$ cat src/shared/pbr_pkg.sv
package pbr_pkg;
	// Address geometry: a 24-bit storage address, position 8 is bit 23, position 31 is bit 0.
	localparam int ADDR_W = 24;
	localparam int WORD_W = 32;
	localparam int HIGH_ZERO_W = 12;
	localparam int LOW_W = 12;
	localparam int AREA_W = 7;
	localparam int ELEM_W = 4;
	localparam int ID_W = 4;
	localparam int SLOT_COUNT = 10;
	// Bit places of the address fields (positions 8, 9-12 and 13-19).
	localparam int ADDR_POS8_BIT = 23;
	localparam int ADDR_ELEM_HI = 22;
	localparam int ADDR_ELEM_LO = 19;
	localparam int ADDR_AREA_HI = 18;
	localparam int ADDR_AREA_LO = 12;
	// Bit places inside the loaded and stored word (positions 8-19 and 28-31).
	localparam int WORD_POS8_BIT = 23;
	localparam int WORD_ELEM_HI = 22;
	localparam int WORD_ELEM_LO = 19;
	localparam int WORD_AREA_HI = 18;
	localparam int WORD_AREA_LO = 12;
	localparam int WORD_PHYS_HI = 3;
	localparam int WORD_PHYS_LO = 0;
	// Counter values of note.
	localparam logic [ELEM_W-1:0] ELEM_ONE = 4'h1;
	localparam logic [ELEM_W-1:0] ELEM_ZERO = 4'h0;
	localparam logic [ELEM_W-1:0] ELEM_STOP = 4'h9;
	localparam logic [ELEM_W-1:0] SLOT_LIMIT = 4'ha;
	// Reset values.
	localparam logic [AREA_W-1:0] AREA_RESET = 7'h00;
	localparam logic [ID_W-1:0] PHYS_RESET = 4'h0;
	localparam logic [WORD_W-1:0] WORD_ZERO = 32'h0000_0000;
	localparam logic [ADDR_W-1:0] ADDR_ZERO = 24'h00_0000;

	typedef enum logic [1:0] {
		ST_IDLE = 2'b00,
		ST_STEP = 2'b01,
		ST_HALT = 2'b10
	} pbr_state_type;
endpackage : pbr_pkg

$ cat src/pbr_base_relocation.sv
`timescale 1ns/1ps
// Operation
// - Addresses with twelve zero high-order bits are redirected to the preferential area.
// - Position 8 of the base must be zero; a one raises invalid address check.
// - Relocated address ORs the base into zero high bits; input address untouched.
// - Every interrupt and logout access is relocated, plus zero-high program addresses.
// - Logical base holds until a new load-base or an external start.
// - Logical base holds area positions 13-19 and element positions 9-12.
// - Positions 9-12 load a four-bit binary counter used for element stepping.
// - Physical base takes the identifier from slot numbered one above positions 9-12.
// - Physical base written on load-base and when stepping finds a configured element.
// - Preferential access keeps low bits, area from logical, element from physical base.
// - Store-base shows area bits, current counter, and physical base contents.
// - Stepping starts only with inhibit-logout-stop clear and a primary element failure.
// - Each increment moves one storage element, repeated until a configured one is found.
// - Each step tests the next higher slot; the first configured identifier is loaded.
// - Stepping passes nonexistent elements, wraps to the lowest, then continues ascending.
// - After reaching the alternate, stepping is blocked until load-base or external start.
// - Failures after stepping hardstop with element check; state frozen until load-base.
// - With no alternate found, stop at the second 9, counter 0000, hardstop and check.
// - Load-base to an unconfigured slot raises specification interrupt, registers unchanged.
// - Stored word: base in 8-19, identifier in 28-31, positions 0-7 and 20-27 zero.
module pbr_base_relocation (
	// Clock and reset
	input wire logic clk_i,
	input wire logic reset_n_i,
	// Translation slots and configuration
	input wire logic [pbr_pkg::SLOT_COUNT*pbr_pkg::ID_W-1:0] slot_id_i,
	input wire logic [pbr_pkg::SLOT_COUNT-1:0] slot_ok_i,
	input wire logic inhibit_logout_stop_bit_i,
	// Load-base instruction, external start and store-base instruction
	input wire logic load_base_instruction_i,
	input wire logic external_start_i,
	input wire logic [pbr_pkg::WORD_W-1:0] load_word_i,
	input wire logic store_base_instruction_i,
	// Access request from the address path
	input wire logic acc_req_i,
	input wire logic acc_fixed_i,
	input wire logic [pbr_pkg::ADDR_W-1:0] acc_addr_i,
	input wire logic psa_fail_i,
	// Formed access
	output logic acc_ready_o,
	output logic out_valid_o,
	output logic out_psa_o,
	output logic [pbr_pkg::ADDR_W-1:0] out_addr_o,
	// Stored word
	output logic store_valid_o,
	output logic [pbr_pkg::WORD_W-1:0] store_word_o,
	// Checks and status
	output logic addr_check_o,
	output logic spec_interrupt_o,
	output logic element_check_o,
	output logic hardstop_o,
	output logic alternate_o,
	output logic stepping_o
);
	typedef struct packed {
		pbr_pkg::pbr_state_type state;
		logic [pbr_pkg::AREA_W-1:0] area;
		logic [pbr_pkg::ELEM_W-1:0] count;
		logic [pbr_pkg::ID_W-1:0] phys;
		logic alt;
		logic seen_stop;
		logic element_check;
		logic spec;
		logic addr_chk;
		logic ready;
		// State decodes are kept as flops so the status outputs come straight from registers.
		logic halt;
		logic stepping;
		logic out_valid;
		logic out_psa;
		logic [pbr_pkg::ADDR_W-1:0] out_addr;
		logic store_valid;
		logic [pbr_pkg::WORD_W-1:0] store_word;
	} pbr_top_type;

	pbr_top_type r_q;
	pbr_top_type r_d;
	logic rst_n;
	logic [pbr_pkg::ELEM_W-1:0] load_elem;
	logic [pbr_pkg::ELEM_W-1:0] step_elem;
	logic [pbr_pkg::ID_W-1:0] load_id;
	logic [pbr_pkg::ID_W-1:0] step_id;
	logic load_ok;
	logic step_ok;
	logic high_zero;
	logic load_bit8;

	pbr_reset_sync u_reset_sync (
		.clk_i(clk_i),
		.reset_n_i(reset_n_i),
		.reset_n_o(rst_n)
	);

	assign load_elem = load_word_i[pbr_pkg::WORD_ELEM_HI:pbr_pkg::WORD_ELEM_LO];
	assign load_bit8 = load_word_i[pbr_pkg::WORD_POS8_BIT];
	// The search tests the slot for the value one above the counter, so the next value is formed once here.
	assign step_elem = r_q.count + pbr_pkg::ELEM_ONE;

	pbr_slot_select u_load_slot (
		.elem_i(load_elem),
		.slot_id_i(slot_id_i),
		.slot_ok_i(slot_ok_i),
		.id_o(load_id),
		.ok_o(load_ok)
	);

	// One selector decodes the loaded word, the other the next stepping value.
	pbr_slot_select u_step_slot (
		.elem_i(step_elem),
		.slot_id_i(slot_id_i),
		.slot_ok_i(slot_ok_i),
		.id_o(step_id),
		.ok_o(step_ok)
	);

	assign high_zero = (acc_addr_i[pbr_pkg::ADDR_W-1 -: pbr_pkg::HIGH_ZERO_W] == '0);

	always_comb begin
		r_d = r_q;
		r_d.out_valid = 1'b0;
		r_d.store_valid = 1'b0;
		r_d.spec = 1'b0;
		r_d.addr_chk = 1'b0;
		unique case (r_q.state)
			pbr_pkg::ST_IDLE: begin
				if (psa_fail_i) begin
					if (r_q.alt) begin
						r_d.state = pbr_pkg::ST_HALT;
						r_d.element_check = 1'b1;
					end else if (!inhibit_logout_stop_bit_i) begin
						r_d.state = pbr_pkg::ST_STEP;
						r_d.seen_stop = (r_q.count == pbr_pkg::ELEM_STOP);
					end
				end else if (acc_req_i) begin
					r_d.out_valid = 1'b1;
					if (high_zero || acc_fixed_i) begin
						r_d.out_psa = 1'b1;
						r_d.out_addr = acc_addr_i;
						r_d.out_addr[pbr_pkg::ADDR_POS8_BIT] = 1'b0;
						r_d.out_addr[pbr_pkg::ADDR_ELEM_HI:pbr_pkg::ADDR_ELEM_LO] = r_q.phys;
						// Zero-detected area bits are zero, so the OR leaves the base; fixed accesses take it too.
						r_d.out_addr[pbr_pkg::ADDR_AREA_HI:pbr_pkg::ADDR_AREA_LO] = r_q.area;
					end else begin
						r_d.out_psa = 1'b0;
						r_d.out_addr = acc_addr_i;
					end
				end
			end
			pbr_pkg::ST_STEP: begin
				r_d.count = step_elem;
				if (step_ok) begin
					r_d.phys = step_id;
					r_d.alt = 1'b1;
					r_d.state = pbr_pkg::ST_IDLE;
				end else if (step_elem == pbr_pkg::ELEM_STOP) begin
					if (r_q.seen_stop) begin
						r_d.count = pbr_pkg::ELEM_ZERO;
						r_d.element_check = 1'b1;
						r_d.state = pbr_pkg::ST_HALT;
					end else begin
						r_d.seen_stop = 1'b1;
					end
				end
			end
			pbr_pkg::ST_HALT: begin
				r_d.state = pbr_pkg::ST_HALT;
			end
			default: begin
				r_d.state = pbr_pkg::ST_IDLE;
			end
		endcase
		if (store_base_instruction_i) begin
			r_d.store_valid = 1'b1;
			r_d.store_word = pbr_pkg::WORD_ZERO;
			r_d.store_word[pbr_pkg::WORD_ELEM_HI:pbr_pkg::WORD_ELEM_LO] = r_q.count;
			r_d.store_word[pbr_pkg::WORD_AREA_HI:pbr_pkg::WORD_AREA_LO] = r_q.area;
			r_d.store_word[pbr_pkg::WORD_PHYS_HI:pbr_pkg::WORD_PHYS_LO] = r_q.phys;
		end
		// A load wins over stepping and failure in one cycle; an external start cannot leave hardstop.
		if (load_base_instruction_i || (external_start_i && r_q.state != pbr_pkg::ST_HALT)) begin
			if (load_bit8) begin
				r_d.addr_chk = 1'b1;
			end else if (!load_ok) begin
				r_d.spec = 1'b1;
			end else begin
				r_d.area = load_word_i[pbr_pkg::WORD_AREA_HI:pbr_pkg::WORD_AREA_LO];
				r_d.count = load_elem;
				r_d.phys = load_id;
				r_d.alt = 1'b0;
				r_d.element_check = 1'b0;
				r_d.out_valid = 1'b0;
				r_d.state = pbr_pkg::ST_IDLE;
			end
		end
		r_d.ready = (r_d.state == pbr_pkg::ST_IDLE);
		r_d.halt = (r_d.state == pbr_pkg::ST_HALT);
		r_d.stepping = (r_d.state == pbr_pkg::ST_STEP);
	end

	always_ff @(posedge clk_i or negedge rst_n) begin
		if (!rst_n) begin
			r_q.state <= pbr_pkg::ST_IDLE;
			r_q.area <= pbr_pkg::AREA_RESET;
			r_q.count <= pbr_pkg::ELEM_ZERO;
			r_q.phys <= pbr_pkg::PHYS_RESET;
			r_q.alt <= 1'b0;
			r_q.seen_stop <= 1'b0;
			r_q.element_check <= 1'b0;
			r_q.spec <= 1'b0;
			r_q.addr_chk <= 1'b0;
			r_q.ready <= 1'b0;
			r_q.halt <= 1'b0;
			r_q.stepping <= 1'b0;
			r_q.out_valid <= 1'b0;
			r_q.out_psa <= 1'b0;
			r_q.out_addr <= pbr_pkg::ADDR_ZERO;
			r_q.store_valid <= 1'b0;
			r_q.store_word <= pbr_pkg::WORD_ZERO;
		end else begin
			r_q <= r_d;
		end
	end

	assign acc_ready_o = r_q.ready;
	assign out_valid_o = r_q.out_valid;
	assign out_psa_o = r_q.out_psa;
	assign out_addr_o = r_q.out_addr;
	assign store_valid_o = r_q.store_valid;
	assign store_word_o = r_q.store_word;
	assign addr_check_o = r_q.addr_chk;
	assign spec_interrupt_o = r_q.spec;
	assign element_check_o = r_q.element_check;
	assign hardstop_o = r_q.halt;
	assign alternate_o = r_q.alt;
	assign stepping_o = r_q.stepping;

	logic plain_load;
	assign plain_load = load_base_instruction_i && !load_bit8 && load_ok;
endmodule : pbr_base_relocation

$ cat src/pbr_reset_sync.sv
`timescale 1ns/1ps
module pbr_reset_sync (
	// Clock and raw reset
	input wire logic clk_i,
	input wire logic reset_n_i,
	// Released reset
	output logic reset_n_o
);
	typedef struct packed {
		logic stage1;
		logic stage2;
	} pbr_sync_type;

	pbr_sync_type s_q;
	pbr_sync_type s_d;

	always_comb begin
		s_d.stage1 = 1'b1;
		s_d.stage2 = s_q.stage1;
	end

	always_ff @(posedge clk_i or negedge reset_n_i) begin
		if (!reset_n_i) begin
			s_q <= '0;
		end else begin
			s_q <= s_d;
		end
	end

	assign reset_n_o = s_q.stage2;
endmodule : pbr_reset_sync

$ cat src/pbr_slot_select.sv
`timescale 1ns/1ps
module pbr_slot_select (
	// Logical element value to translate
	input wire logic [pbr_pkg::ELEM_W-1:0] elem_i,
	// Translation slots, slot n+1 at entry n
	input wire logic [pbr_pkg::SLOT_COUNT*pbr_pkg::ID_W-1:0] slot_id_i,
	input wire logic [pbr_pkg::SLOT_COUNT-1:0] slot_ok_i,
	// Selected identifier and whether it names a configured element
	output logic [pbr_pkg::ID_W-1:0] id_o,
	output logic ok_o
);
	logic [pbr_pkg::SLOT_COUNT-1:0] hit;
	logic [pbr_pkg::SLOT_COUNT*pbr_pkg::ID_W-1:0] masked;

	// Value v decodes slot v+1; values above the slot range name no element.
	for (genvar g = 0; g < pbr_pkg::SLOT_COUNT; g++) begin : g_slot
		assign hit[g] = (elem_i == (pbr_pkg::ELEM_W)'(g)) && slot_ok_i[g];
		assign masked[g*pbr_pkg::ID_W +: pbr_pkg::ID_W] =
			(elem_i == (pbr_pkg::ELEM_W)'(g)) ? slot_id_i[g*pbr_pkg::ID_W +: pbr_pkg::ID_W] : '0;
	end

	always_comb begin
		id_o = '0;
		for (int i = 0; i < pbr_pkg::SLOT_COUNT; i++) begin
			id_o = id_o | masked[i*pbr_pkg::ID_W +: pbr_pkg::ID_W];
		end
		ok_o = |hit;
	end
endmodule : pbr_slot_select

$ cat config.mk
export PLATFORM = sky130hd
export DESIGN_NAME = pbr_base_relocation
export DESIGN_NICKNAME = d
export VERILOG_FILES = /design/src/shared/pbr_pkg.sv /design/src/pbr_base_relocation.sv /design/src/pbr_reset_sync.sv /design/src/pbr_slot_select.sv
export SDC_FILE = /design/constraint.sdc
export NUM_CORES = 1
export LEC_CHECK = 0
export CAP_MARGIN = 20
export CORE_ASPECT_RATIO = 0.6
export CORE_UTILIZATION = 60
export CTS_BUF_LIST = sky130_fd_sc_hd__clkbuf_4 sky130_fd_sc_hd__clkbuf_8 sky130_fd_sc_hd__clkbuf_16
export DETAILED_ROUTE_END_ITERATION = 6
export DONT_BUFFER_PORTS = 1
export PLACE_DENSITY = 0.76
export SKIP_LAST_GASP = 1
export SYNTH_ARGS = -nofsm -noshare
export SYNTH_HDL_FRONTEND = slang
export SYNTH_SLANG_ARGS = --single-unit
$ cat constraint.sdc
create_clock -name clk_i -period 2.5 [get_ports clk_i]
set_input_delay 0.25 -clock clk_i [delete_from_list [all_inputs] [get_ports clk_i]]
set_output_delay 0.25 -clock clk_i [all_outputs]
set_load 0.05 [all_outputs]
==> summary.md, run 1 <==
| Metric | Value |
|---|---|
| PwrDens | `about 1400 nW/um^2` |
| Nets@finish | `between 500 and 600` |
| Layout cell share with drive strength beyond 1 | `0.2208` |
| Initial DRC Count | `~320` |
| Register Area | `~1700 um^2` |
| Wire length per cell | `between 20 and 25 um` |
| Arrival @ worst endpoint | `2.62 ns` |
| CORE AREA | `approximately 7000 um^2` |
| Tcrit/Tclk final | `0.9456` |
| CTS Buffer Depth | `2` |
| Die Ht | `~70 um` |
| Initial antenna violation count | `1` |
| CTS buffer count | `9` |
| Sequential cell area fraction in the yosys report | `0.3966` |
| CTS sink count | `69` |
| Slew Viols, Final | `0` |
| Remaining global-route overflow | `0` |
| Crit path max fanout | `8` |
| CTS clock-pin slew for the worst setup and hold paths | `around 0.05 ns` |
| Setup crit end kind | `flip-flop` |
| Area of the multi-input gates | `between 2000 and 2500 um^2` |
| Total power | `6.323 mW` |
| Crit path kind | `flip-flop to flip-flop` |
| Post-synth EDFFs | `0` |
| Cells after synthesis | `approximately 440` |
| Commonest cells after routing, fill and taps aside | `dfrtp_1 (68), mux2_2 (37), nand2_1 (24), nor2_1 (24)` |
| Synth top area cells | `dfrtp_1 (40%), buf_4 (9.8%), mux2_2 (9.6%)` |
| Worst min path class | `input pin to flip-flop` |
| Failing checks | `design-rule violations` |
| Die X | `~110 um` |
| CTS tree | `yes` |
| Die area | `between 7000 and 8000 um^2` |
| Post-synthesis average cell area | `10.01 um^2` |
| CP startpoint kind | `flip-flop` |
| Max H-tree Level | `3` |
| Peak Freq | `roughly 420 MHz` |
| Worst slew pin tran | `approximately 0.94 ns` |
| Count of different cell masters after synthesis | `approximately 70` |
| Gr usage total | `0.2800` |
| Most common cell after layout, fill and taps aside | `dfrtp_1` |
| Fin crit period | `2.364 ns` |
| Max cap viols | `0` |
| Final hold violation count | `0` |
| Placed cells | `between 400 and 500` |
| Flops & latches, synth | `69` |
| Fin Clk Skew | `approximately 0.0023 ns` |
| IO buf count | `0` |
| Finished Layout Cells | `about 490` |
| RSZ-0062 raised after global routing | `false` |
| Drt drc | `10` |
| TNS Setup | `0 ns` |
| Synth area leader | `dfrtp_1` |
| Final ANT Viol Nets | `0` |
| Synth top area share | `0.3966` |
| Main synth FF type | `dfrtp_1` |
| Clock Latency Late Sink | `between 0.3 and 0.4 ns` |
| # IOs | `roughly 180` |
| WP data required | `approximately 2.8 ns` |
| Synth-to-Final Area Change | `1.810%` |
| P_leak | `1.850 nW` |
| First-pass GRT wire length | `around 16 mm` |
| Hpwl dp | `around 8 mm` |
| DR vias/cell | `between 6 and 7` |
| DR vias | `roughly 3300` |
| GPL Wtd Cong | `0.9122` |
| Post-synthesis cell area | `4354 um^2` |
| Router iterations before antenna repair | `7` |
| Status | `finished with violations` |
| Clock Root Buffer | `clkbuf_16` |
| Largest net degree at the start of global routing | `40` |
| Max reg flops | `24` |
| Post-CTS setup buffer count | `0` |
| Worst relative slew slack | `0.3695` |
| Peak supply drop | `approximately 1.0 mV` |
| Yosys Warn Count | `0` |
| Vias in the first global route | `between 3000 and 4000` |
| Initial Utilization | `0.6357` |
| # rows | `23` |
| Final Setup Violations | `0` |
| Synth async-reset ratio | `1.000` |
| Fillcell total | `537` |
| WL final | `about 10 mm` |
==> final timing paths <==
path                                             startpoint                               end  slack [ns]  cells after the start
setup / recovery                          r_q[71]$_DFF_PN0_         element_check_o$_DFF_PN0_        0.14                      9
hold / removal                               acc_addr_i[23]        out_addr_o[23]$_DFFE_PN0P_        0.07                      2
setup reg to reg                          r_q[71]$_DFF_PN0_         element_check_o$_DFF_PN0_        0.14                      9
hold reg to reg            u_reset_sync.reset_n_o$_DFF_PN0_         out_addr_o[7]$_DFFE_PN0P_        0.29                      0
max in group asynchronous  u_reset_sync.reset_n_o$_DFF_PN0_                 r_q[83]$_DFF_PN0_        1.51                      1
min in group asynchronous                         reset_n_i  u_reset_sync.reset_n_o$_DFF_PN0_        0.17                      1
==> repair_timing <==
action,in CTS,in global routing
hold buffers,2,0
endpoints found under the hold margin,3,0
gates resized for setup,0,3
setup endpoints to repair,0,3
==> cells by family (layout without fill, tap and decap cells) <==
logic type                 Yosys count  count (layout)  share of synthesized area
AOI/OAI and AO/OA                  109             109                     0.1816
and+or+nand+nor                    105             105                     0.1284
buffers and inverters               90              42                     0.1336
DFF                                 69              69                     0.3966
muxes                               54              54                     0.1417
adders and majority gates            5               5                    0.01437
other                                2              19                   0.001725
xor gates and xnor gates             1               1                   0.002012
==> stage by stage <==
step | setup WS, ns | utilization | hold WS (ns) | area [um^2]
2_1_floorplan | 0.2310 | - | -0.04559 | 4414
3_3_place_gp | 0.2278 | 0.6005 | -0.04550 | 4113
3_5_place_dp | 0.1868 | 0.6005 | -0.04546 | 4113
4_1_cts | 0.1596 | 0.6463 | 0.05942 | 4427
5_1_grt | 0.02406 | 0.6472 | 0.06829 | 4433
6_report | 0.1360 | 0.6472 | 0.07345 | 4433
==> synthesized netlist by cell type, types with 3 or more instances <==
master and n:
a221oi_1 5, o21a_1 3, o2111ai_1 4, dfrtp_1 69
nor2_1 24, a31oi_1 7, buf_4 57, or2_2 3
o22ai_1 4, buf_6 3, nand2b_1 3, clkbuf_1 16
a21oi_1 18, nand2_1 24, mux2i_1 14, nand3b_1 4
and3_1 3, a22oi_1 15, inv_1 6, o21ai_0 8
mux2_2 37, nand4_1 4, buf_2 5, nor2b_1 7
nand3_1 10, o211ai_1 11, nor3_1 5, nor4_1 4
ha_1 5
==> area by class of cell <==
class | instances | share of cell area
repair buffers | 20 | 0.03500
multi-input cells | 292 | 0.4787
diodes | 1 | 0.0005645
inverters | 6 | 0.005080
flip-flops and latches | 69 | 0.3898
well taps | 87 | 0.02456
clock inverters | 1 | 0.001129
clock buffers | 15 | 0.06520
==> layer usage <==
| metal | up-vias | GRT usage | wire, um |
|---|---|---|---|
| li1 | 1468 | - | - |
| met1 | 1601 | 0.3860 | 4591 |
| met2 | 214 | 0.4014 | 4391 |
| met3 | 13 | 0.1160 | 1319 |
| met4 | 0 | 0.08833 | 81 |
| met5 | - | 0 | 0 |
==> report_power, final <==
part           leakage, nW  internal, mW  total (mW)  switching, mW
clock                0.150         0.783        1.19          0.409
sequential           0.814          1.57        3.23           1.66
combinational        0.886         0.853        1.90           1.05
total                 1.85          3.21        6.32           3.11
==> worst max-delay path, cell delays in order (launching register included) <==
cell      delay, ns
dfrtp_1        0.42
buf_4          0.18
ha_1           0.26
a22o_1         0.19
a221oi_1       0.32
o22ai_1        0.15
buf_4          0.18
nor4_1         0.30
buf_4          0.18
o31a_1         0.12
No activity file was read; power rests on OpenSTA's default activity.
==> inputs of run 2 (changes only) <==
Settings changed: SKIP_CTS_REPAIR_TIMING set to 1, SYNTH_HIERARCHICAL set to 1.
==> run 2 against run 1 <==
The run now ends clean. Clock power fell by 3%. Sequential power up 3%. Final cell count is 15% higher. Combinational power grew 47%. Hold slack got worse by 0.042 ns. Critical endpoint is now r_q[69]$_DFF_PN0_.
==> summary.md, run 2 <==
| Metric | Value |
|---|---|
| DR vias/cell | `6.310 (-6.0%)` |
| Synth top area share | `0.3770 (-0.01950)` |
| Buffer and inverter count on the worst path | `2 (-1)` |
| # IOs | `181 (unchanged)` |
| Commonest cells after routing, fill and taps aside | `dfrtp_1 (68), nand2_1 (44), a21oi_1 (33)` |
| Largest delay share family, worst path | `simple AND/OR/NAND/NOR gates` |
| Worst relative slew slack | `0.5267 (+0.1572)` |
| CTS clock-pin slew for the worst setup and hold paths | `0.05 ns (about the same)` |
| Crit path max fanout | `9 (+1)` |
| Yosys Warn Count | `6 (+6)` |
| Router iterations before antenna repair | `7 (unchanged)` |
| CP dominant cell by count | `buf_4` |
| Placed cells | `547 (+16%)` |
| Initial antenna violation count | `1 (unchanged)` |
| Max cap viols | `0 (unchanged)` |
| Fillcell total | `592 (+10%)` |
| Setup slack after layout | `0.01173 ns (-0.1242 ns)` |
| Worst min path class | `input pin to flip-flop` |
| PwrDens | `1520 nW/um^2 (+6.6%)` |
| P_leak | `2.030 nW (+9.7%)` |
| Post-synthesis average cell area | `9.442 um^2 (-5.7%)` |
| Top-count cell post-synth | `dfrtp_1` |
| Synth async-reset ratio | `1.000 (unchanged)` |
| Drt drc | `0 (-10)` |
| Fin Clk Skew | `0.003832 ns (+0.001523 ns)` |
| Finished Cell Area | `4781 um^2 (+7.8%)` |
| Fin crit period | `2.488 ns (+0.1242 ns)` |
| Final Setup Violations | `0 (unchanged)` |
| Final ANT Viol Nets | `0 (unchanged)` |
| Nets@finish | `575 (+11%)` |
| Cells after synthesis | `485 (+11%)` |
| Wire length per cell | `20.54 um (-2.9%)` |
| Register Area | `1728 um^2 (unchanged)` |
| RSZ-0062 raised after global routing | `true` |
| Most common cell after layout, fill and taps aside | `dfrtp_1` |
| Hold WS | `0.03179 ns (-0.04166 ns)` |
| CTS Buffer Depth | `2 (unchanged)` |
| Main synth FF type | `dfrtp_1` |
| CTS tree | `yes` |
| Area of the multi-input gates | `2350 um^2 (+11%)` |
| Final Util | `0.6525 (+0.005251)` |
| Status | `finished, final reports clean` |
| Peak Freq | `401.9 MHz (-5.0%)` |
| Dpl cell area | `4417 um^2 (+7.4%)` |
| Die area | `7997 um^2 (+5.1%)` |
| Setup crit end kind | `flip-flop` |
| Initial Utilization | `0.6250 (-0.01073)` |
| Clock Latency Late Sink | `0.32 ns (about the same)` |
| CTS sink count | `69 (unchanged)` |
| CP startpoint kind | `flip-flop` |
| Synth area leader | `dfrtp_1` |
| WL final | `11.65 mm (+12%)` |
| Final hold violation count | `0 (unchanged)` |
| Pre-CTS WS | `-0.08547 ns (-0.2723 ns)` |
| Max reg flops | `24 (unchanged)` |
| CORE AREA | `7327 um^2 (+7.0%)` |
| Max H-tree Level | `3 (unchanged)` |
| Count of different cell masters after synthesis | `59 (-13%)` |
| CTS buffer count | `9 (unchanged)` |
| Post-synth EDFFs | `0 (unchanged)` |
| Worst slew pin tran | `0.7100 ns (-0.2327 ns)` |
| Layout cell share with drive strength beyond 1 | `0.2078 (-0.01305)` |
| IO buf count | `0 (unchanged)` |
| Finished Layout Cells | `567 (+15%)` |
| Die X | `114.8 um (+2.5%)` |
| Vias in the first global route | `3336 (+5.0%)` |
| GPL Wtd Cong | `0.9619 (+5.4%)` |
| Tcrit/Tclk final | `0.9953 (+0.04970)` |
| Synth-to-Final Area Change | `4.399%` |
| Remaining global-route overflow | `0 (unchanged)` |
| Initial DRC Count | `416 (+32%)` |
| Die Ht | `69.67 um (+2.5%)` |
| Critical-path top delay cell | `or4_1` |
| Hpwl dp | `8.776 mm (+10%)` |
| Worst-path cell chain | `ha_2, xor2_4, buf_4, buf_4, nor2b_4, a22oi_2, nor3_1, or4_1, mux2i_1, o21ai_0` |
| DR vias | `3578 (+8.6%)` |
| Clock Root Buffer | `clkbuf_16` |
| Gr usage total | `0.2929 (+0.01283)` |
| WP data required | `2.68 ns (-0.08 ns)` |
| Crit path kind | `flip-flop to flip-flop` |
| Flops & latches, synth | `69 (unchanged)` |
| Largest net degree at the start of global routing | `39 (-2.5%)` |
| Post-synthesis cell area | `4579 um^2 (+5.2%)` |
| Post-synth top cells | `dfrtp_1 (69), buf_4 (61), nand2_1 (46)` |
| CP peak stage delay | `0.52 ns (+0.10 ns)` |
| Synth top area cells | `dfrtp_1 (38%), buf_4 (10%), mux2_2 (7.4%)` |
| Sequential cell area fraction in the yosys report | `0.3770 (-0.01950)` |
| Arrival @ worst endpoint | `2.67 ns (+0.05 ns)` |
| Peak supply drop | `0.8867 mV (-12%)` |
| # rows | `24 (+4.3%)` |
| Slew Viols, Final | `0 (unchanged)` |
| First-pass GRT wire length | `17.61 mm (+9.5%)` |
[run 2: path summary, 6_finish.rpt]
kind,cells after the start,from,slack [ns],to
min in group asynchronous,1,reset_n_i,0.16,u_reset_sync/reset_n_o$_DFF_PN0_
min,2,load_word_i[16],0.03,r_q[79]$_DFFE_PN0P_
min reg2reg,0,u_reset_sync/reset_n_o$_DFF_PN0_,0.32,out_addr_o[11]$_DFFE_PN0P_
max in group asynchronous,1,u_reset_sync/reset_n_o$_DFF_PN0_,1.54,out_addr_o[12]$_DFFE_PN0P_
max,10,r_q[71]$_DFF_PN0_,0.01,r_q[69]$_DFF_PN0_
max reg2reg,10,r_q[71]$_DFF_PN0_,0.01,r_q[69]$_DFF_PN0_
[run 2: kinds of logic after synthesis]
| kind of cell | count (synthesis) | share of synthesized area |
|---|---|---|
| XOR/XNOR | 3 | 0.005739 |
| adder cells (fa/ha/maj) | 3 | 0.008198 |
| buffers and inverters | 91 | 0.1377 |
| AO/OA/AOI/OAI | 109 | 0.1628 |
| other | 2 | 0.001640 |
| multiplexers | 46 | 0.1093 |
| AND/OR/NAND/NOR | 162 | 0.1975 |
| flip-flops | 69 | 0.3771 |
[run 2: metrics by stage]
step                TNS (ns)  total power, mW
global placement    -0.01650            5.839
finish                     0            7.268
detailed placement   -0.1550            5.934
floorplan                  0            5.562
CTS                  -0.4307            7.103
global route        -0.02678            7.582
[run 2: worst register-to-register path, cell delays in order, from the launching register on]
cell	delay [ns]
dfrtp_1	0.41
ha_2	0.24
xor2_4	0.22
buf_4	0.17
buf_4	0.17
nor2b_4	0.15
a22oi_2	0.17
nor3_1	0.06
or4_1	0.52
mux2i_1	0.14
o21ai_0	0.10
[run 2: cell type report]
type,instances,share of cell area
well taps,104,0.02722
repair buffers,30,0.05653
flip-flops and latches,69,0.3614
clock buffers,12,0.05313
multi-input cells,341,0.4915
clock inverters,4,0.004973
inverters,6,0.004711
diodes,1,0.0005234
[run 2: routing by layer]
layer	up-vias	GRT usage	part of all wire
met5	-	0	0
met4	0	0.06205	0.015
met2	221	0.4013	0.42
met3	24	0.1136	0.13
met1	1719	0.4345	0.44
li1	1614	-	-
[run 2: report_power, final]
part,switching [mW],internal [mW],total (mW),leakage (nW)
logic,1.47,1.33,2.80,1.05
clock network,0.430,0.715,1.15,0.143
registers,1.75,1.58,3.32,0.839
total,3.65,3.62,7.27,2.03
